==> src/hw/fcpc_pkg.sv <==
// Package holding constants and types for the flash chip protection host controller.
package fcpc_pkg;

    // ------------------------------------------------------------------
    // Clock and timing
    // ------------------------------------------------------------------
    localparam int unsigned CLK_PERIOD_NS       = 10;
    localparam int unsigned T_RESET_IDLE_NS     = 500;   // Reset pulse outside an algorithm.
    localparam int unsigned T_READY_NS          = 500;   // Device ready after reset.
    localparam int unsigned T_RESET_ALGO_US     = 10;    // Reset pulse during an algorithm.
    localparam int unsigned T_RESET_SETUP_US    = 4;     // High-voltage reset setup.
    localparam int unsigned T_VOLT_TRANS_US     = 4;     // High-voltage transition time.
    localparam int unsigned T_PROT_PULSE_US     = 10;    // Write pulse for protect.
    localparam int unsigned T_UNPROT_PULSE_MS   = 12;    // Write pulse for unprotect.
    localparam int unsigned T_STROBE_NS         = 100;   // Generic strobe width for commands and reads.

    localparam int unsigned CYC_RESET_IDLE   = (T_RESET_IDLE_NS + CLK_PERIOD_NS - 1) / CLK_PERIOD_NS;
    localparam int unsigned CYC_READY        = (T_READY_NS + CLK_PERIOD_NS - 1) / CLK_PERIOD_NS;
    localparam int unsigned CYC_RESET_ALGO   = (T_RESET_ALGO_US * 1000 + CLK_PERIOD_NS - 1) / CLK_PERIOD_NS;
    localparam int unsigned CYC_RESET_SETUP  = (T_RESET_SETUP_US * 1000 + CLK_PERIOD_NS - 1) / CLK_PERIOD_NS;
    localparam int unsigned CYC_VOLT_TRANS   = (T_VOLT_TRANS_US * 1000 + CLK_PERIOD_NS - 1) / CLK_PERIOD_NS;
    localparam int unsigned CYC_PROT_PULSE   = (T_PROT_PULSE_US * 1000 + CLK_PERIOD_NS - 1) / CLK_PERIOD_NS;
    localparam int unsigned CYC_UNPROT_PULSE = (T_UNPROT_PULSE_MS * 1000000 + CLK_PERIOD_NS - 1) / CLK_PERIOD_NS;
    localparam int unsigned CYC_STROBE       = (T_STROBE_NS + CLK_PERIOD_NS - 1) / CLK_PERIOD_NS;

    localparam int unsigned CNT_W = 24;

    // ------------------------------------------------------------------
    // Bus layout
    // ------------------------------------------------------------------
    localparam int unsigned ADDR_W = 18;
    localparam int unsigned DATA_W = 8;
    localparam int unsigned ID_HV_ADDRESS_LINE     = 9;
    localparam int unsigned PROTECT_SELECT_LINE    = 6;
    localparam int unsigned ID_STATUS_SELECT_LINE  = 1;
    localparam int unsigned DATA_BIT_ZERO          = 0;

    // Command cycles: identifier read, unlock, reset.
    localparam logic [ADDR_W-1:0] CMD_ADDR_1 = 18'h00555;
    localparam logic [ADDR_W-1:0] CMD_ADDR_2 = 18'h002aa;
    localparam logic [DATA_W-1:0] CMD_DATA_1 = 8'haa;
    localparam logic [DATA_W-1:0] CMD_DATA_2 = 8'h55;
    localparam logic [DATA_W-1:0] CMD_ID_READ     = 8'h90;
    localparam logic [DATA_W-1:0] CMD_PROT_UNLOCK = 8'h77;   // Unlock for protection change.
    localparam logic [DATA_W-1:0] CMD_PROT_CYCLE  = 8'h00;   // Filler data for later cycles.
    localparam logic [DATA_W-1:0] CMD_READ_RESET  = 8'hf0;
    localparam logic [ADDR_W-1:0] STATUS_ADDR     = 18'h00002;
    localparam int unsigned       SW_CYCLES       = 7;       // Command cycles in the low-voltage method.
    localparam int unsigned       SEQ_W           = 4;

    // ------------------------------------------------------------------
    // Types
    // ------------------------------------------------------------------
    typedef enum logic [2:0] {
        FCPC_OP_HV_PROTECT,
        FCPC_OP_HV_UNPROTECT,
        FCPC_OP_HV_VERIFY,
        FCPC_OP_SW_PROTECT,
        FCPC_OP_SW_UNPROTECT,
        FCPC_OP_SYS_VERIFY,
        FCPC_OP_RESET_IDLE,
        FCPC_OP_RESET_ALGO
    } fcpc_op_t;

    // Pins driven toward the flash.
    typedef struct packed {
        logic              ce_n;
        logic              oe_n;
        logic              we_n;
        logic              reset_n;
        logic              hv_addr;    // Identifier high voltage on the address line.
        logic              hv_oe;      // Identifier high voltage on output enable.
        logic              hv_reset;   // Identifier high voltage on reset.
        logic [ADDR_W-1:0] addr;
        logic [DATA_W-1:0] dq_out;
        logic              dq_oe;
    } fcpc_pins_t;

    // Result returned to the user side.
    typedef struct packed {
        logic              protected_flag;
        logic [DATA_W-1:0] read_data;
    } fcpc_result_t;

endpackage

==> src/hw/fcpc_timer.sv <==
// Down-counting delay timer used to pace the flash strobe sequence.
`timescale 1ns/1ps
module fcpc_timer
    import fcpc_pkg::*;
(
    input  wire logic             sys_clk,
    input  wire logic             rst,
    input  wire logic             load,
    input  wire logic [CNT_W-1:0] count,
    output logic                  done
);
    import fcpc_pkg::*;

    logic [CNT_W-1:0] cnt_q;

    // ------------------------------------------------------------------
    // Counter
    // ------------------------------------------------------------------
    // A load restarts the count; done stays high once it runs out.
    always_ff @(posedge sys_clk or posedge rst) begin
        if (rst) begin
            cnt_q <= '0;
        end else if (load) begin
            cnt_q <= count;
        end else if (cnt_q != '0) begin
            cnt_q <= cnt_q - 1'b1;
        end
    end

    // Done is registered so the caller sees a clean level.
    always_ff @(posedge sys_clk or posedge rst) begin
        if (rst) begin
            done <= 1'b0;
        end else begin
            done <= !load && (cnt_q <= CNT_W'(1));
        end
    end

endmodule

==> src/hw/fcpc_host.sv <==
// Host controller that protects, unprotects, verifies and resets a parallel flash over its pins.
// Functional notes
// - Protect: high voltage on address nine and OE, A6 low, CE low, WE pulse.
// - Verify: high voltage on address nine, CE OE low, WE high, status line high.
// - Unprotect: high voltage on OE and address nine, CE low, A6 high, WE pulse.
// - Without high voltage, protect-select on seventh cycle: low protects, high unprotects.
// - Host issues the protection unlock command as the third of the seven low-voltage command cycles.
// - Reset during an algorithm is held low at least 10 us.
// - Idle reset held at least 500 ns; device ready within 500 ns after.
// - Reset high voltage held at least 4 us before commands.
`timescale 1ns/1ps
module fcpc_host
    import fcpc_pkg::*;
(
    input  wire logic              sys_clk,
    input  wire logic              rst,
    input  wire logic              req_valid,
    input  fcpc_pkg::fcpc_op_t     req_op,
    output logic                   req_ready,
    output logic                   done_pulse,
    output fcpc_pkg::fcpc_result_t result,
    output fcpc_pkg::fcpc_pins_t   pins,
    input  wire logic [7:0]        dq_in
);
    import fcpc_pkg::*;
    typedef enum logic [3:0] {
        ST_IDLE,
        ST_HV_SETUP,
        ST_WE_LOW,
        ST_WE_REC,
        ST_RD_SETUP,
        ST_RD_SAMPLE,
        ST_CMD_LOW,
        ST_CMD_HIGH,
        ST_RST_LOW,
        ST_RST_READY,
        ST_FINISH
    } fcpc_state_t;
    fcpc_state_t        state_q;
    fcpc_op_t           op_q;
    fcpc_pins_t         pins_q;
    logic [SEQ_W-1:0]   seq_q;
    logic [SEQ_W-1:0]   seq_len_q;
    logic               tmr_load;
    logic [CNT_W-1:0]   tmr_count;
    logic               tmr_done;
    logic [DATA_W-1:0]  dq_meta_q;
    logic [DATA_W-1:0]  dq_sync_q;
    logic [ADDR_W-1:0]  cmd_addr;
    logic [DATA_W-1:0]  cmd_data;
    // ------------------------------------------------------------------
    // Pacing timer
    // ------------------------------------------------------------------
    fcpc_timer u_timer (
        .sys_clk (sys_clk),
        .rst     (rst),
        .load    (tmr_load),
        .count   (tmr_count),
        .done    (tmr_done)
    );
    // Data from the flash is asynchronous and passes two flops first.
    always_ff @(posedge sys_clk or posedge rst) begin
        if (rst) begin
            dq_meta_q <= '0;
            dq_sync_q <= '0;
        end else begin
            dq_meta_q <= dq_in;
            dq_sync_q <= dq_meta_q;
        end
    end

    // ------------------------------------------------------------------
    // Command cycle table
    // ------------------------------------------------------------------
    // Two unlock cycles precede every command so the device accepts it.
    always_comb begin
        cmd_addr = CMD_ADDR_1;
        cmd_data = CMD_DATA_1;
        if (seq_q == SEQ_W'(1)) begin
            cmd_addr = CMD_ADDR_2;
            cmd_data = CMD_DATA_2;
        end else if (seq_q == SEQ_W'(2)) begin
            cmd_addr = CMD_ADDR_1;
            cmd_data = (op_q == FCPC_OP_SYS_VERIFY) ? CMD_ID_READ : CMD_PROT_UNLOCK;
        end else if (seq_q > SEQ_W'(2)) begin
            cmd_addr = '0;
            cmd_data = CMD_PROT_CYCLE;
            if (seq_q == SEQ_W'(SW_CYCLES - 1)) begin
                cmd_addr[PROTECT_SELECT_LINE] = (op_q == FCPC_OP_SW_UNPROTECT);
            end
        end
    end
    // Timer reload per state entry; one-cycle load pulses.
    always_comb begin
        tmr_load  = 1'b0;
        tmr_count = CNT_W'(CYC_STROBE);
        case (state_q)
            ST_IDLE: begin
                if (req_valid) begin
                    tmr_load = 1'b1;
                    case (req_op)
                        FCPC_OP_RESET_IDLE: tmr_count = CNT_W'(CYC_RESET_IDLE);
                        FCPC_OP_RESET_ALGO: tmr_count = CNT_W'(CYC_RESET_ALGO);
                        FCPC_OP_SW_PROTECT, FCPC_OP_SW_UNPROTECT: tmr_count = CNT_W'(CYC_RESET_SETUP);
                        FCPC_OP_SYS_VERIFY: tmr_count = CNT_W'(CYC_STROBE);
                        default: tmr_count = CNT_W'(CYC_VOLT_TRANS);
                    endcase
                end
            end
            ST_HV_SETUP: begin
                if (tmr_done) begin
                    tmr_load = 1'b1;
                    if (op_q == FCPC_OP_HV_PROTECT) begin
                        tmr_count = CNT_W'(CYC_PROT_PULSE);
                    end else if (op_q == FCPC_OP_HV_UNPROTECT) begin
                        tmr_count = CNT_W'(CYC_UNPROT_PULSE);
                    end
                end
            end
            ST_WE_LOW: begin
                if (tmr_done) begin
                    tmr_load  = 1'b1;
                    tmr_count = CNT_W'(CYC_VOLT_TRANS);
                end
            end
            ST_RST_LOW: begin
                if (tmr_done) begin
                    tmr_load  = 1'b1;
                    tmr_count = CNT_W'(CYC_READY);
                end
            end
            ST_WE_REC, ST_RD_SETUP, ST_CMD_LOW, ST_CMD_HIGH: begin
                tmr_load = tmr_done;
            end
            default: tmr_load = 1'b0;
        endcase
    end
    // ------------------------------------------------------------------
    // Sequencer
    // ------------------------------------------------------------------
    // Pins start deselected with reset released and no high voltage.
    always_ff @(posedge sys_clk or posedge rst) begin
        if (rst) begin
            state_q   <= ST_IDLE;
            op_q      <= FCPC_OP_HV_VERIFY;
            seq_q     <= '0;
            seq_len_q <= '0;
            pins_q    <= '{ce_n: 1'b1, oe_n: 1'b1, we_n: 1'b1, reset_n: 1'b1, hv_addr: 1'b0,
                           hv_oe: 1'b0, hv_reset: 1'b0, addr: '0, dq_out: '0, dq_oe: 1'b0};
        end else begin
            case (state_q)
                ST_IDLE: begin
                    if (req_valid) begin
                        op_q  <= req_op;
                        seq_q <= '0;
                        case (req_op)
                            FCPC_OP_HV_PROTECT, FCPC_OP_HV_UNPROTECT: begin
                                pins_q.ce_n    <= 1'b0;
                                pins_q.hv_addr <= 1'b1;
                                pins_q.hv_oe   <= 1'b1;
                                pins_q.addr    <= '0;
                                pins_q.addr[PROTECT_SELECT_LINE] <= (req_op == FCPC_OP_HV_UNPROTECT);
                                state_q        <= ST_HV_SETUP;
                            end
                            FCPC_OP_HV_VERIFY: begin
                                pins_q.hv_addr <= 1'b1;
                                pins_q.addr    <= STATUS_ADDR;
                                state_q        <= ST_HV_SETUP;
                            end
                            FCPC_OP_RESET_IDLE, FCPC_OP_RESET_ALGO: begin
                                pins_q.reset_n <= 1'b0;
                                state_q        <= ST_RST_LOW;
                            end
                            FCPC_OP_SW_PROTECT, FCPC_OP_SW_UNPROTECT: begin
                                pins_q.hv_reset <= 1'b1;
                                seq_len_q       <= SEQ_W'(SW_CYCLES);
                                state_q         <= ST_RST_LOW;
                            end
                            default: begin
                                seq_len_q <= SEQ_W'(3);
                                state_q   <= ST_CMD_HIGH;
                            end
                        endcase
                    end
                end
                ST_HV_SETUP: begin
                    if (tmr_done) begin
                        if (op_q == FCPC_OP_HV_VERIFY) begin
                            state_q <= ST_RD_SETUP;
                        end else begin
                            pins_q.we_n <= 1'b0;
                            state_q     <= ST_WE_LOW;
                        end
                    end
                end
                ST_WE_LOW: begin
                    if (tmr_done) begin
                        pins_q.we_n <= 1'b1;
                        state_q     <= ST_WE_REC;
                    end
                end
                ST_WE_REC: begin
                    if (tmr_done) begin
                        pins_q.hv_oe <= 1'b0;
                        pins_q.ce_n  <= 1'b1;
                        pins_q.addr  <= STATUS_ADDR;
                        state_q      <= ST_HV_SETUP;
                        op_q         <= FCPC_OP_HV_VERIFY; // Verify right after programming.
                    end
                end
                ST_RD_SETUP: begin
                    pins_q.ce_n <= 1'b0;
                    pins_q.oe_n <= 1'b0;
                    if (tmr_done) begin
                        state_q <= ST_RD_SAMPLE;
                    end
                end
                ST_RD_SAMPLE: begin
                    pins_q.ce_n    <= 1'b1;
                    pins_q.oe_n    <= 1'b1;
                    pins_q.hv_addr <= 1'b0;
                    state_q        <= ST_FINISH;
                end
                ST_CMD_HIGH: begin
                    pins_q.ce_n   <= 1'b0;
                    pins_q.we_n   <= 1'b0;
                    pins_q.dq_oe  <= 1'b1;
                    pins_q.addr   <= cmd_addr;
                    pins_q.dq_out <= cmd_data;
                    state_q       <= ST_CMD_LOW;
                end
                ST_CMD_LOW: begin
                    if (tmr_done) begin
                        pins_q.we_n  <= 1'b1;
                        pins_q.ce_n  <= 1'b1;
                        pins_q.dq_oe <= 1'b0;
                        seq_q        <= seq_q + 1'b1;
                        if (seq_q + 1'b1 == seq_len_q) begin
                            pins_q.addr <= STATUS_ADDR;
                            state_q     <= (op_q == FCPC_OP_SYS_VERIFY) ? ST_RD_SETUP : ST_FINISH;
                        end else begin
                            state_q <= ST_CMD_HIGH;
                        end
                    end
                end
                ST_RST_LOW: begin
                    if (tmr_done) begin
                        pins_q.reset_n <= 1'b1;
                        state_q        <= (seq_len_q != '0) ? ST_CMD_HIGH : ST_RST_READY;
                    end
                end
                ST_RST_READY: begin
                    if (tmr_done) begin
                        state_q <= ST_FINISH;
                    end
                end
                ST_FINISH: begin
                    pins_q.hv_reset <= 1'b0;
                    seq_len_q       <= '0;
                    state_q         <= ST_IDLE;
                end
                default: state_q <= ST_IDLE;
            endcase
        end
    end
    // ------------------------------------------------------------------
    // Result capture
    // ------------------------------------------------------------------
    // Status bit zero flags protection; all-zero means unprotected.
    always_ff @(posedge sys_clk or posedge rst) begin
        if (rst) begin
            result <= '0;
        end else if (state_q == ST_RD_SAMPLE) begin
            result.read_data      <= dq_sync_q;
            result.protected_flag <= dq_sync_q[DATA_BIT_ZERO];
        end
    end
    // Handshake outputs come from flops.
    always_ff @(posedge sys_clk or posedge rst) begin
        if (rst) begin
            req_ready  <= 1'b0;
            done_pulse <= 1'b0;
        end else begin
            req_ready  <= (state_q == ST_IDLE) && !req_valid;
            done_pulse <= (state_q == ST_FINISH);
        end
    end
    assign pins = pins_q;
endmodule

==> config.mk <==
export PLATFORM = sky130hd
export DESIGN_NAME = fcpc_host
export DESIGN_NICKNAME = d
export VERILOG_FILES = /design/src/hw/fcpc_pkg.sv /design/src/hw/fcpc_timer.sv /design/src/hw/fcpc_host.sv
export SDC_FILE = /design/constraint.sdc
export NUM_CORES = 1
export LEC_CHECK = 0
export ABC_AREA = 1
export BUFFER_PORTS_ARGS = -buffer_cell sky130_fd_sc_hd__buf_2
export CAP_MARGIN = 30
export CORE_UTILIZATION = 40
export CTS_CLUSTER_DIAMETER = 40
export DETAILED_ROUTE_END_ITERATION = 10
export PLACE_DENSITY = 0.62
export SYNTH_ARGS = -nofsm -noshare
export SYNTH_HDL_FRONTEND = slang
export SYNTH_SLANG_ARGS = --single-unit
export TNS_END_PERCENT = 50
==> constraint.sdc <==
create_clock -name sys_clk -period 3.6 [get_ports sys_clk]
set_input_delay 0.36 -clock sys_clk [delete_from_list [all_inputs] [get_ports sys_clk]]
set_output_delay 0.36 -clock sys_clk [all_outputs]
set_load 0.03 [all_outputs]
==> results.toml <==
[logic_synthesis]
ys_dominant_reg_cell = "dfrtp_1"
synth_top_area_cell = "dfrtp_1"
ys_ff_latch = 81
synth_enable_flop_cells = 0
synth_cell_type_count = 40
yosys_warnings = 0
synth.top_cell.area_share_pct = 43.3
netlist_top_cells_area = "dfrtp_1, nand2_1, nor2_1, inv_1, nand3_1"
async_reset_ff_share_pct = 100
ys_seq_area_share_pct = 46.3
synth_area_um2 = 4390
yosysMostFrequentCell = "nand2_1"
synthTopCellsByCount = "nand2_1, nor2_1, dfrtp_1, inv_1, nand3_1"
synth.avg_cell_area_um2 = 7.61
syn_inst = 577

[die]
die_w_um = 107
die_h_um = 107
die_area_um2 = 11400
core_um2 = 10500
ios = 59
initial_utilization_pct = 42.0
row_count = 37

[clock_network]
cts_buffers = 9
cts_setup_buffers = 0
cts_root_buf = "clkbuf_8"
clock-sinks = 81
path_clk_slew_ns = 0.09
clkLatencyLatePin_ns = 0.37
cts_tree = "done"
cts_max_level = 3
clock_path_buffers = 2

[pwr]
ir_drop_mv = 0.242
cellLeakagePower_nw = 2.53
power.density_nw_per_um2 = 397

[critical_path]
cp.arrival_ns = 2.31
cp.required_ns = 3.86
crit_type = "flop to flop"
critPathMaxFanout = 12
cp-startpoint = "state_q[3]$_DFFE_PP0P_"
worst_setup_path_start_kind = "flop"
end_kind = "flop"
r2r_slack_ns = 1.56
worstReg2RegStart = "state_q[3]$_DFFE_PP0P_"

[cells_and_area]
multi_input_area_um2 = 1970
stdcell_count = 767
fillers = 1072
layout-drive-gt1-share_pct = 16.6
seq_area_um2 = 2030
nets = 646
diodes = 0
area_growth_pct = 11.4
final_core_util_pct = 46.7

[timing]
fin_skew_ns = 0.0141
min_period_ns = 2.04
final.setup.tns_ns = 0
rsz0062_at_grt = "no"
hold_ws_ns = 0.0913
worst_slew_pin_slew_ns = 0.761
fin_crit_sh_pct = 56.8
setup_viol = 0
fmax_mhz = 489
finalMaxSlewViolations = 0
report.final.hold_viol_count = 0
slew_headroom_pct = 49.1
setup_ws_ns = 1.56

[grt]
antenna_found_initial = 0
grt_usage_pct = 20.5
grt_max_degree = 30
grt_pass1_vias = 3725
grt_pass1_wl_um = 18100
grt_overflow_total = 0

[min_path]
holdCritPathClass = "input port to flop"
hp-start = "dq_in[7]"

[run_status]
run_status = "completed"

[drt]
dr.pass1.iters = 5
route.vias.total = 3867
drc = 0
detail-route-antenna-nets = 0
routed_wl_um = 10600
routedWlPerCell_um = 13.8
drtIter0Drc = 207
avgViaCountPerCell = 5.04

[flow_run]
drv_cap = 0

[place]
numPlacedInstances = 750
io_buffers = 51
place_ws_ns = 1.58
place.gp.congestion = 0.933
dp_hpwl_um = 8070
==> critical path, cell delays in order (launching register included) <==
cell      delay (ns)
dfrtp_1         0.44
inv_2           0.13
nand2_2         0.10
nor2_1          0.61
clkinv_1        0.43
nand2_1         0.15
nand2_1         0.06
==> metal layers <==
layer	share of wire (%)	vias to the layer above	track usage (%)
li1	-	1891	-
met1	49	1828	29.2
met2	44	134	30.6
met3	5.4	14	4.26
met4	1.5	0	7.83
met5	0	-	0
==> registers in the layout (all words and copies together) (netlist names), 2 cells and up <==
register       flops
result             8
op_q               3
state_q            4
pins              17
seq_len_q          2
dq_sync_q          8
seq_q              4
u_timer.cnt_q     24
dq_meta_q          8
==> what timing repair did <==
action / 4_1_cts / 5_1_grt
hold buffers: 1 / 0
endpoints found under the hold margin: 9 / 0
resized for setup: 0 / 0
endpoints found under the setup margin: 0 / 0
==> placed cells by master (no fill, tap or decap), types with 3 or more instances in the layout <==
| cell | count |
|---|---|
| buf_2 | 51 |
| nor2_1 | 90 |
| nor3_1 | 21 |
| o22ai_1 | 4 |
| dfrtp_1 | 76 |
| nand2_4 | 4 |
| inv_1 | 54 |
| ha_1 | 6 |
| nand4_1 | 6 |
| nand2_2 | 4 |
| nand2_1 | 162 |
| clkbuf_8 | 10 |
| o21ai_0 | 23 |
| dfstp_2 | 5 |
| nor2_2 | 6 |
| inv_2 | 7 |
| a21oi_1 | 6 |
| xnor2_1 | 4 |
| xor2_1 | 11 |
| inv_6 | 3 |
| nand3_1 | 35 |
| a31oi_1 | 3 |
| conb_1 | 7 |
| nand3b_1 | 6 |
==> logic make-up (layout without fill, tap and decap cells) <==
group | count (synthesis) | in the layout | share of synthesized area [%]
simple gates | 340 | 340 | 33.4
compound gates | 47 | 47 | 6.18
buf+inv | 87 | 135 | 9.29
fa+ha+maj | 6 | 6 | 1.71
other cells | 1 | 7 | 0.0854
flops | 81 | 81 | 46.3
xor+xnor | 15 | 15 | 2.99
==> cell type report <==
cell class	count	area share, %
clock inverter	6	0.972
clock buffer	10	2.81
sequential	81	41.6
timing repair buffer	54	5.73
multi-input combinational	415	40.3
tap	136	3.48
inverter	65	5.12
==> report_power, final <==
part / switching, W / internal (W) / total, W
Combinational: 0.000162 / 0.000100 / 0.000263
Sequential: 0.0000570 / 0.000973 / 0.00103
Clock: 0.000372 / 0.000277 / 0.000648
==> per-stage QoR <==
stage	instance area, um^2	power (W)
3_5_place_dp	4700	0.00131
2_1_floorplan	4410	0.00125
6_report	4890	0.00194
3_3_place_gp	4700	0.00131
4_1_cts	4890	0.00196
5_1_grt	4890	0.00205
==> worst paths after layout <==
path / end / depth (start not counted)
min in group asynchronous: u_timer.cnt_q[17]$_DFFE_PP0P_ / 3
max reg2reg: result[1]$_DFFE_PP0P_ / 6
max in group asynchronous: pins[31]$_DFFE_PP1P_ / 4
min: dq_meta_q[7]$_DFF_PP0_ / 1
max: result[1]$_DFFE_PP0P_ / 6
min reg2reg: dq_sync_q[1]$_DFF_PP0_ / 0
(Power assumes the default switching activity.)
